**src/pgtm_pkg.sv**
```systemverilog
// package: register map, field positions and reset values of the power-good mask bank
`default_nettype none
package pgtm_pkg;
	localparam int          PGTM_DW                = 8;
	localparam int          PGTM_AW                = 8;
	// register offsets
	localparam logic [7:0]  PGTM_OFS_OUT2_REGS     = 8'hA8;
	localparam logic [7:0]  PGTM_OFS_OUT2_CTRL_LDO = 8'hA9;
	localparam logic [7:0]  PGTM_OFS_OUT3_REGS     = 8'hAA;
	localparam logic [7:0]  PGTM_OFS_OUT3_CTRL_LDO = 8'hAB;
	localparam logic [7:0]  PGTM_OFS_MISC_CTRL     = 8'hAC;
	// reset values
	localparam logic [7:0]  PGTM_RST_OUT2_REGS     = 8'hC0;
	localparam logic [7:0]  PGTM_RST_OUT2_CTRL_LDO = 8'h2F;
	localparam logic [7:0]  PGTM_RST_OUT3_REGS     = 8'h00;
	localparam logic [7:0]  PGTM_RST_OUT3_CTRL_LDO = 8'h00;
	localparam logic [7:0]  PGTM_RST_MISC_CTRL     = 8'hFF;
	localparam logic [7:0]  PGTM_RDATA_UNMAPPED    = 8'h00;
	// regulator register fields
	localparam int          PGTM_BIT_AUX_LDO2      = 7;
	localparam int          PGTM_BIT_LOAD_SW_A1    = 6;
	localparam int          PGTM_BIT_STEPDOWN_HI   = 5;
	localparam int          PGTM_BIT_STEPDOWN_LO   = 0;
	// control/ldo register fields
	localparam int          PGTM_BIT_CTRL_IN5      = 7;
	localparam int          PGTM_BIT_CTRL_IN4      = 6;
	localparam int          PGTM_BIT_CTRL_IN2      = 5;
	localparam int          PGTM_BIT_CTRL_IN1      = 4;
	localparam int          PGTM_BIT_TERM_LDO      = 3;
	localparam int          PGTM_BIT_LOAD_SW_B2    = 2;
	localparam int          PGTM_BIT_LOAD_SW_B1    = 1;
	localparam int          PGTM_BIT_AUX_LDO3      = 0;
	// misc register fields for the two outputs of this bank
	localparam int          PGTM_BIT_OUT2_CTRL_IN3 = 3;
	localparam int          PGTM_BIT_OUT2_CTRL_IN6 = 2;
	localparam int          PGTM_BIT_OUT3_CTRL_IN3 = 1;
	localparam int          PGTM_BIT_OUT3_CTRL_IN6 = 0;
	// sources per tree: two full registers plus ctrl_in3 and ctrl_in6
	localparam int          PGTM_TREE_W            = 18;
	localparam int          PGTM_NUM_STEPDOWN      = 6;
	localparam int          PGTM_NUM_CTRL_IN       = 6;
endpackage
`default_nettype wire

```
**src/pgtm_tree.sv**
```systemverilog
// module: masked power-good combining tree for one output
`timescale 1ns/1ps
`default_nettype none
module pgtm_tree #(
	parameter int N = 18
) (
	input  wire logic [N-1:0] i_src_good,
	input  wire logic [N-1:0] i_mask,
	output logic              o_good
);
	// a set mask bit forces its leg true so it cannot pull the result low
	assign o_good = &(i_src_good | i_mask);
endmodule
`default_nettype wire

```
**src/pgtm_regs.sv**
```systemverilog
// module: power-good tree mask registers for outputs two and three
`timescale 1ns/1ps
`default_nettype none
module pgtm_regs #(
	parameter int NUM_STEPDOWN = pgtm_pkg::PGTM_NUM_STEPDOWN,
	parameter int NUM_CTRL_IN  = pgtm_pkg::PGTM_NUM_CTRL_IN
) (
	input  wire logic                        I_CLK,
	input  wire logic                        I_NRST,
	input  wire logic                        I_REG_WE,
	input  wire logic [pgtm_pkg::PGTM_AW-1:0] I_REG_ADDR,
	input  wire logic [pgtm_pkg::PGTM_DW-1:0] I_REG_WDATA,
	output logic      [pgtm_pkg::PGTM_DW-1:0] O_REG_RDATA,
	input  wire logic [NUM_STEPDOWN-1:0]     I_STEPDOWN_PG,
	input  wire logic                        I_AUX_LDO2_PG,
	input  wire logic                        I_AUX_LDO3_PG,
	input  wire logic                        I_LOAD_SW_A1_PG,
	input  wire logic                        I_LOAD_SW_B1_PG,
	input  wire logic                        I_LOAD_SW_B2_PG,
	input  wire logic                        I_TERM_LDO_PG,
	input  wire logic [NUM_CTRL_IN-1:0]      I_CTRL_IN,
	output logic                             O_PGOOD_OUT2,
	output logic                             O_PGOOD_OUT2_OE,
	output logic                             O_PGOOD_OUT3,
	output logic                             O_PGOOD_OUT3_OE
);
	localparam int SW = NUM_STEPDOWN + NUM_CTRL_IN + 6;

	// mask registers
	logic [7:0] out2_pg_mask_regulators_r;
	logic [7:0] out2_pg_mask_ctrl_ldo_r;
	logic [7:0] out3_pg_mask_regulators_r;
	logic [7:0] out3_pg_mask_ctrl_ldo_r;
	logic [7:0] misc_pg_mask_ctrl_r;
	logic [7:0] rdata_r;
	logic [7:0] rdata_nxt;

	// source status crosses in from analog comparators and pins
	logic [SW-1:0] src_raw;
	logic [SW-1:0] src_meta_r;
	logic [SW-1:0] src_sync_r;

	logic [NUM_STEPDOWN-1:0] stepdown_pg;
	logic                    aux_ldo2_pg;
	logic                    aux_ldo3_pg;
	logic                    load_sw_a1_pg;
	logic                    load_sw_b1_pg;
	logic                    load_sw_b2_pg;
	logic                    term_ldo_pg;
	logic [NUM_CTRL_IN-1:0]  ctrl_in;

	logic [7:0] regs_src;
	logic [7:0] ctrl_ldo_src;
	logic [pgtm_pkg::PGTM_TREE_W-1:0] out2_src;
	logic [pgtm_pkg::PGTM_TREE_W-1:0] out3_src;
	logic [pgtm_pkg::PGTM_TREE_W-1:0] out2_mask;
	logic [pgtm_pkg::PGTM_TREE_W-1:0] out3_mask;
	logic out2_good;
	logic out3_good;
	logic out2_good_r;
	logic out3_good_r;

	logic sel_out2_regs;
	logic sel_out2_ctrl_ldo;
	logic sel_out3_regs;
	logic sel_out3_ctrl_ldo;
	logic sel_misc;
	logic wr_out2_regs;
	logic wr_out2_ctrl_ldo;
	logic wr_out3_regs;
	logic wr_out3_ctrl_ldo;
	logic wr_misc;

	// address decode
	assign sel_out2_regs     = (I_REG_ADDR == pgtm_pkg::PGTM_OFS_OUT2_REGS);
	assign sel_out2_ctrl_ldo = (I_REG_ADDR == pgtm_pkg::PGTM_OFS_OUT2_CTRL_LDO);
	assign sel_out3_regs     = (I_REG_ADDR == pgtm_pkg::PGTM_OFS_OUT3_REGS);
	assign sel_out3_ctrl_ldo = (I_REG_ADDR == pgtm_pkg::PGTM_OFS_OUT3_CTRL_LDO);
	assign sel_misc          = (I_REG_ADDR == pgtm_pkg::PGTM_OFS_MISC_CTRL);

	assign wr_out2_regs     = I_REG_WE & sel_out2_regs;
	assign wr_out2_ctrl_ldo = I_REG_WE & sel_out2_ctrl_ldo;
	assign wr_out3_regs     = I_REG_WE & sel_out3_regs;
	assign wr_out3_ctrl_ldo = I_REG_WE & sel_out3_ctrl_ldo;
	assign wr_misc          = I_REG_WE & sel_misc;

	always_ff @(posedge I_CLK)
	begin
		if (!I_NRST)
		begin
			out2_pg_mask_regulators_r <= pgtm_pkg::PGTM_RST_OUT2_REGS;
			out2_pg_mask_ctrl_ldo_r   <= pgtm_pkg::PGTM_RST_OUT2_CTRL_LDO;
			out3_pg_mask_regulators_r <= pgtm_pkg::PGTM_RST_OUT3_REGS;
			out3_pg_mask_ctrl_ldo_r   <= pgtm_pkg::PGTM_RST_OUT3_CTRL_LDO;
			misc_pg_mask_ctrl_r       <= pgtm_pkg::PGTM_RST_MISC_CTRL;
		end
		else
		begin
			if (wr_out2_regs)
				out2_pg_mask_regulators_r <= I_REG_WDATA;
			if (wr_out2_ctrl_ldo)
				out2_pg_mask_ctrl_ldo_r <= I_REG_WDATA;
			if (wr_out3_regs)
				out3_pg_mask_regulators_r <= I_REG_WDATA;
			if (wr_out3_ctrl_ldo)
				out3_pg_mask_ctrl_ldo_r <= I_REG_WDATA;
			if (wr_misc)
				misc_pg_mask_ctrl_r <= I_REG_WDATA;
		end
	end

	// read mux; unmapped offsets read zero so software can probe safely
	always_comb
	begin
		if (sel_out2_regs)
			rdata_nxt = out2_pg_mask_regulators_r;
		else if (sel_out2_ctrl_ldo)
			rdata_nxt = out2_pg_mask_ctrl_ldo_r;
		else if (sel_out3_regs)
			rdata_nxt = out3_pg_mask_regulators_r;
		else if (sel_out3_ctrl_ldo)
			rdata_nxt = out3_pg_mask_ctrl_ldo_r;
		else if (sel_misc)
			rdata_nxt = misc_pg_mask_ctrl_r;
		else
			rdata_nxt = pgtm_pkg::PGTM_RDATA_UNMAPPED;
	end

	always_ff @(posedge I_CLK)
	begin
		if (!I_NRST)
			rdata_r <= pgtm_pkg::PGTM_RDATA_UNMAPPED;
		else
			rdata_r <= rdata_nxt;
	end

	// two-stage synchroniser on every status input
	assign src_raw = {I_CTRL_IN, I_TERM_LDO_PG, I_LOAD_SW_B2_PG, I_LOAD_SW_B1_PG,
		I_LOAD_SW_A1_PG, I_AUX_LDO3_PG, I_AUX_LDO2_PG, I_STEPDOWN_PG};

	always_ff @(posedge I_CLK)
	begin
		if (!I_NRST)
		begin
			src_meta_r <= '0;
			src_sync_r <= '0;
		end
		else
		begin
			src_meta_r <= src_raw;
			src_sync_r <= src_meta_r;
		end
	end

	assign stepdown_pg   = src_sync_r[NUM_STEPDOWN-1:0];
	assign aux_ldo2_pg   = src_sync_r[NUM_STEPDOWN];
	assign aux_ldo3_pg   = src_sync_r[NUM_STEPDOWN+1];
	assign load_sw_a1_pg = src_sync_r[NUM_STEPDOWN+2];
	assign load_sw_b1_pg = src_sync_r[NUM_STEPDOWN+3];
	assign load_sw_b2_pg = src_sync_r[NUM_STEPDOWN+4];
	assign term_ldo_pg   = src_sync_r[NUM_STEPDOWN+5];
	assign ctrl_in       = src_sync_r[SW-1:NUM_STEPDOWN+6];

	// arrange sources in the same bit order as the mask registers
	always_comb
	begin
		regs_src = 8'h00;
		regs_src[pgtm_pkg::PGTM_BIT_AUX_LDO2]   = aux_ldo2_pg;
		regs_src[pgtm_pkg::PGTM_BIT_LOAD_SW_A1] = load_sw_a1_pg;
		regs_src[pgtm_pkg::PGTM_BIT_STEPDOWN_HI:pgtm_pkg::PGTM_BIT_STEPDOWN_LO] = stepdown_pg;
	end

	always_comb
	begin
		ctrl_ldo_src = 8'h00;
		ctrl_ldo_src[pgtm_pkg::PGTM_BIT_CTRL_IN5]   = ctrl_in[4];
		ctrl_ldo_src[pgtm_pkg::PGTM_BIT_CTRL_IN4]   = ctrl_in[3];
		ctrl_ldo_src[pgtm_pkg::PGTM_BIT_CTRL_IN2]   = ctrl_in[1];
		ctrl_ldo_src[pgtm_pkg::PGTM_BIT_CTRL_IN1]   = ctrl_in[0];
		ctrl_ldo_src[pgtm_pkg::PGTM_BIT_TERM_LDO]   = term_ldo_pg;
		ctrl_ldo_src[pgtm_pkg::PGTM_BIT_LOAD_SW_B2] = load_sw_b2_pg;
		ctrl_ldo_src[pgtm_pkg::PGTM_BIT_LOAD_SW_B1] = load_sw_b1_pg;
		ctrl_ldo_src[pgtm_pkg::PGTM_BIT_AUX_LDO3]   = aux_ldo3_pg;
	end

	// both outputs share the source layout; only the masks differ
	assign out2_src = {ctrl_in[5], ctrl_in[2], ctrl_ldo_src, regs_src};
	assign out3_src = out2_src;

	assign out2_mask = {misc_pg_mask_ctrl_r[pgtm_pkg::PGTM_BIT_OUT2_CTRL_IN6],
		misc_pg_mask_ctrl_r[pgtm_pkg::PGTM_BIT_OUT2_CTRL_IN3],
		out2_pg_mask_ctrl_ldo_r, out2_pg_mask_regulators_r};
	assign out3_mask = {misc_pg_mask_ctrl_r[pgtm_pkg::PGTM_BIT_OUT3_CTRL_IN6],
		misc_pg_mask_ctrl_r[pgtm_pkg::PGTM_BIT_OUT3_CTRL_IN3],
		out3_pg_mask_ctrl_ldo_r, out3_pg_mask_regulators_r};

	pgtm_tree #(
		.N (pgtm_pkg::PGTM_TREE_W)
	) u_tree_out2 (
		.i_src_good (out2_src),
		.i_mask     (out2_mask),
		.o_good     (out2_good)
	);

	pgtm_tree #(
		.N (pgtm_pkg::PGTM_TREE_W)
	) u_tree_out3 (
		.i_src_good (out3_src),
		.i_mask     (out3_mask),
		.o_good     (out3_good)
	);

	// outputs held not-good in reset so the open-drain pins pull low
	always_ff @(posedge I_CLK)
	begin
		if (!I_NRST)
		begin
			out2_good_r <= 1'b0;
			out3_good_r <= 1'b0;
		end
		else
		begin
			out2_good_r <= out2_good;
			out3_good_r <= out3_good;
		end
	end

	assign O_REG_RDATA     = rdata_r;
	assign O_PGOOD_OUT2    = out2_good_r;
	assign O_PGOOD_OUT3    = out3_good_r;
	// open drain: drive low only while not good
	logic oe2_r;
	logic oe3_r;
	always_ff @(posedge I_CLK)
	begin
		if (!I_NRST)
		begin
			oe2_r <= 1'b1;
			oe3_r <= 1'b1;
		end
		else
		begin
			oe2_r <= ~out2_good;
			oe3_r <= ~out3_good;
		end
	end
	assign O_PGOOD_OUT2_OE = oe2_r;
	assign O_PGOOD_OUT3_OE = oe3_r;
endmodule
`default_nettype wire

```
**config.mk**
```make
export PLATFORM = sky130hd
export DESIGN_NAME = pgtm_regs
export DESIGN_NICKNAME = d
export VERILOG_FILES = /design/src/pgtm_pkg.sv /design/src/pgtm_tree.sv /design/src/pgtm_regs.sv
export SDC_FILE = /design/constraint.sdc
export NUM_CORES = 1
export LEC_CHECK = 0
export BUFFER_PORTS_ARGS = -buffer_cell sky130_fd_sc_hd__buf_2
export CORE_ASPECT_RATIO = 1.25
export CORE_MARGIN = 5
export CORE_UTILIZATION = 44
export DETAILED_ROUTE_END_ITERATION = 7
export PLACE_DENSITY = 0.66
export SYNTH_ARGS = -nofsm -noshare
export SYNTH_HDL_FRONTEND = slang
export SYNTH_SLANG_ARGS = --single-unit
```
**constraint.sdc**
```tcl
create_clock -name I_CLK -period 1.1 [get_ports I_CLK]
set_clock_uncertainty 0.05 [all_clocks]
set_input_delay 0.11 -clock I_CLK [delete_from_list [all_inputs] [get_ports I_CLK]]
set_output_delay 0.11 -clock I_CLK [all_outputs]
set_load 0.01 [all_outputs]
```
==> run summary <==
Run status - finished, violations left
Failing checks - setup timing
Number of max-cap violations - 0
YS warnings - 0
Post-synth EDFFs - 0
Worst R2R Start - out3_pg_mask_ctrl_ldo_r[5]$_SDFFE_PN0P_
Hold wc startpoint - I_REG_WDATA[3]
Root buffer cell - clkbuf_8
Wire per inst - 15.7 µm
Initial DRC Count - 232
Post-DP HPWL - 6230 µm
Slew headroom - 65.0%
Leak - 2.10 nW
Placer Congestion - 0.850
Async SR Flop Fraction - 0%
Slew Limit Fails - 0
Reg-to-reg endpoint - O_PGOOD_OUT3$_SDFF_PN0_
Worst hold endpoint - out2_pg_mask_ctrl_ldo_r[3]$_SDFFE_PN1P_
CP required - 1330 ps
Syn_area_per_cell - 9.88 µm²
Min cycle time layout - 1220 ps
Core Region - 0.00775 mm²
Reg-to-reg setup timing slack - -120 ps
H-tree levels - 3
F_max - 817 MHz
Kind of critical path - reg -> reg
Nets - 495
Multi-input gate area - 0.00170 mm²
ANT cells - 0
Area growth syn-to-layout - 36.8%
Mapped Area - 0.00347 mm²
Crit path launch type - flop
Final Setup Violations - 11
Clk buf depth - 2
Worst skew pair latency - 350 ps
Slowest-stage cell, CP - dfxtp_1
WL final - 8740 µm
Synth cell types - 32
VDD IR max - 0.000841 V
CP Capture Type - flop
Synthesized flop and latch total - 88
Vias - 2816
Mapped Nets - 388
Non-Filler Instances - 558
Number of I/O port buffers - 48
TritonCTS clock tree - yes
Tcrit/Tclk final - 111%
Share of cells above drive strength 1 - 33.7%
Post-synth top area share - 50.8%
Global Route Usage Sum - 19.0%
Highest net fanout along the worst path - 2
Die width - 89.4 µm
Reg2Reg Depth - 4
Largest net degree at the start of global routing - 37
Fillers - 634
Fin util - 61.2%
Crit-path cells - o22ai_1 > nor4_2 > buf_4 > and3_1
Sequential area share after synthesis - 50.8%
Post-synth top cells - 88 x dfxtp_1, 41 x nand2_1, 40 x mux2i_1, 36 x and2_1, 30 x nor2_1
Cells after Synth - 351
DR vias/cell - 5.05
Ys flop type - dfxtp_1
DIE HEIGHT - 109 µm
Area leader, netlist - dfxtp_1
Initial core utilization - 44.8%
Drc violations - 0
CP peak stage delay - 370 ps
Placed insts - 516
Std cell rows - 36
Hold Slack - 17.6 ps
Place WS - -358 ps
Synth area leaders - dfxtp_1 51%, mux2i_1 12%, and2_1 6.5%, nand2_1 4.4%, nand2b_1 3.2%
Clock Pin Slew Worst Setup and Hold Paths - 80 ps
Arr. time, crit path - 1460 ps
Pwr dens - 1310 mW/mm²
Unrepaired setup endpoints after global routing - yes
I/O pin total - 49
Cell with the most instances after synthesis - dfxtp_1
Setup TNS - -578 ps
Final WS setup - -124 ps
CTS sink cnt - 88
GRT overflow - 0
Die footprint - 0.00977 mm²
ANT nets after route - 0
Register area - 0.00180 mm²
First-pass DRT Iterations - 4
Fin. Hold Viols - 0
Slew @ Worst Pin - 525 ps
Initial antenna violation count - 0
Hold Path Stages - 3
CTS Buf Count - 9
Vias in the first global route - 2744
First-pass GRT wire length - 13700 µm
Worst hold path class - in -> reg
==> routing by layer <==
| layer | wire, µm | GRT usage, % | vias up |
|---|---|---|---|
| met1 | 3740 | 23.3 | 1295 |
| met2 | 4280 | 30.9 | 83 |
| met5 | 0 | 0 | - |
| met3 | 485 | 3.55 | 17 |
| met4 | 233 | 10.2 | 0 |
| li1 | - | - | 1421 |
==> state kept, by name (all words and copies together), names as in the netlist <==
| register | count |
|---|---|
| O_PGOOD_OUT2 | 1 |
| O_PGOOD_OUT2_OE | 1 |
| O_PGOOD_OUT3 | 1 |
| O_PGOOD_OUT3_OE | 1 |
| O_REG_RDATA | 8 |
| misc_pg_mask_ctrl_r | 8 |
| out2_pg_mask_ctrl_ldo_r | 8 |
| out2_pg_mask_regulators_r | 8 |
| out3_pg_mask_ctrl_ldo_r | 8 |
| out3_pg_mask_regulators_r | 8 |
| src_meta_r | 18 |
| src_sync_r | 18 |
==> worst max-delay path by stage <==
stage,from,end,slack [ps],cells after the start
after CTS,misc_pg_mask_ctrl_r[0]$_SDFFE_PN1P_,O_PGOOD_OUT3$_SDFF_PN0_,-90,4
after detailed placement,I_REG_ADDR[0],O_REG_RDATA[7]$_SDFF_PN0_,-360,4
after global placement,I_REG_ADDR[0],O_REG_RDATA[6]$_SDFF_PN0_,-320,4
after global routing,src_sync_r[17]$_SDFF_PN0_,O_PGOOD_OUT3$_SDFF_PN0_,-110,4
final,out3_pg_mask_ctrl_ldo_r[5]$_SDFFE_PN0P_,O_PGOOD_OUT3$_SDFF_PN0_,-120,4
after floorplan,out2_pg_mask_ctrl_ldo_r[1]$_SDFFE_PN1P_,O_REG_RDATA[1]$_SDFF_PN0_,3,3
==> worst max-delay path: cells and delay by family (launching register included) <==
family	cells	cell delay, ps
buffers and inverters	1	160
AO/OA/AOI/OAI	1	100
AND/OR/NAND/NOR	2	480
flip-flops	1	370
==> stage by stage <==
stage               area [µm²]  total power, mW
detailed placement        4120             3.74
finish                    4740             6.24
CTS                       4670             6.29
global placement          4120             3.73
floorplan                 3480             3.59
global route              4740             6.50
==> logic make-up after synthesis <==
family	after synthesis	share of synthesized area, %
multiplexers	48	14.1
AO/OA/AOI/OAI	50	10.1
flip-flops	88	50.8
AND/OR/NAND/NOR	142	21.7
buffers and inverters	23	3.28
==> cell type report <==
| class | count | area share (%) |
|---|---|---|
| inverters | 1 | 0.0791 |
| multi-input cells | 240 | 35.8 |
| clock inverters | 4 | 1.61 |
| flip-flops and latches | 88 | 38.0 |
| repair buffers | 118 | 18.8 |
| well taps | 95 | 2.51 |
| clock buffers | 12 | 3.27 |
==> cell usage in the layout, fill, tap and decap left out, types with 11 or more instances in the layout <==
master         Yosys  layout
dfxtp_2            0      17
buf_4              0      40
clkbuf_8           0      11
nand2_1           41      41
a21oi_1           16      16
dlygate4sd3_1      0      25
buf_2             10      48
nand2b_1          18      18
o22ai_1           16      11
mux2i_1           40      40
dfxtp_1           88      66
and2_1            36      36
nor2_1            30      30
==> what timing repair did <==
item                       CTS  global route
hold endpoints to repair    28             0
hold buffers                25             0
buffers inserted             1             0
resized for setup           23            14
setup endpoints to repair   12            13
pin swaps                   14             5
==> power by group <==
| part | internal [mW] | total [mW] | switching [mW] | leakage (nW) |
|---|---|---|---|---|
| Clock | 1.41 | 2.48 | 1.08 | 0.113 |
| Sequential | 3.24 | 3.27 | 0.0290 | 0.721 |
| Combinational | 0.263 | 0.486 | 0.224 | 1.26 |
Power figures use the tool's default switching activity.
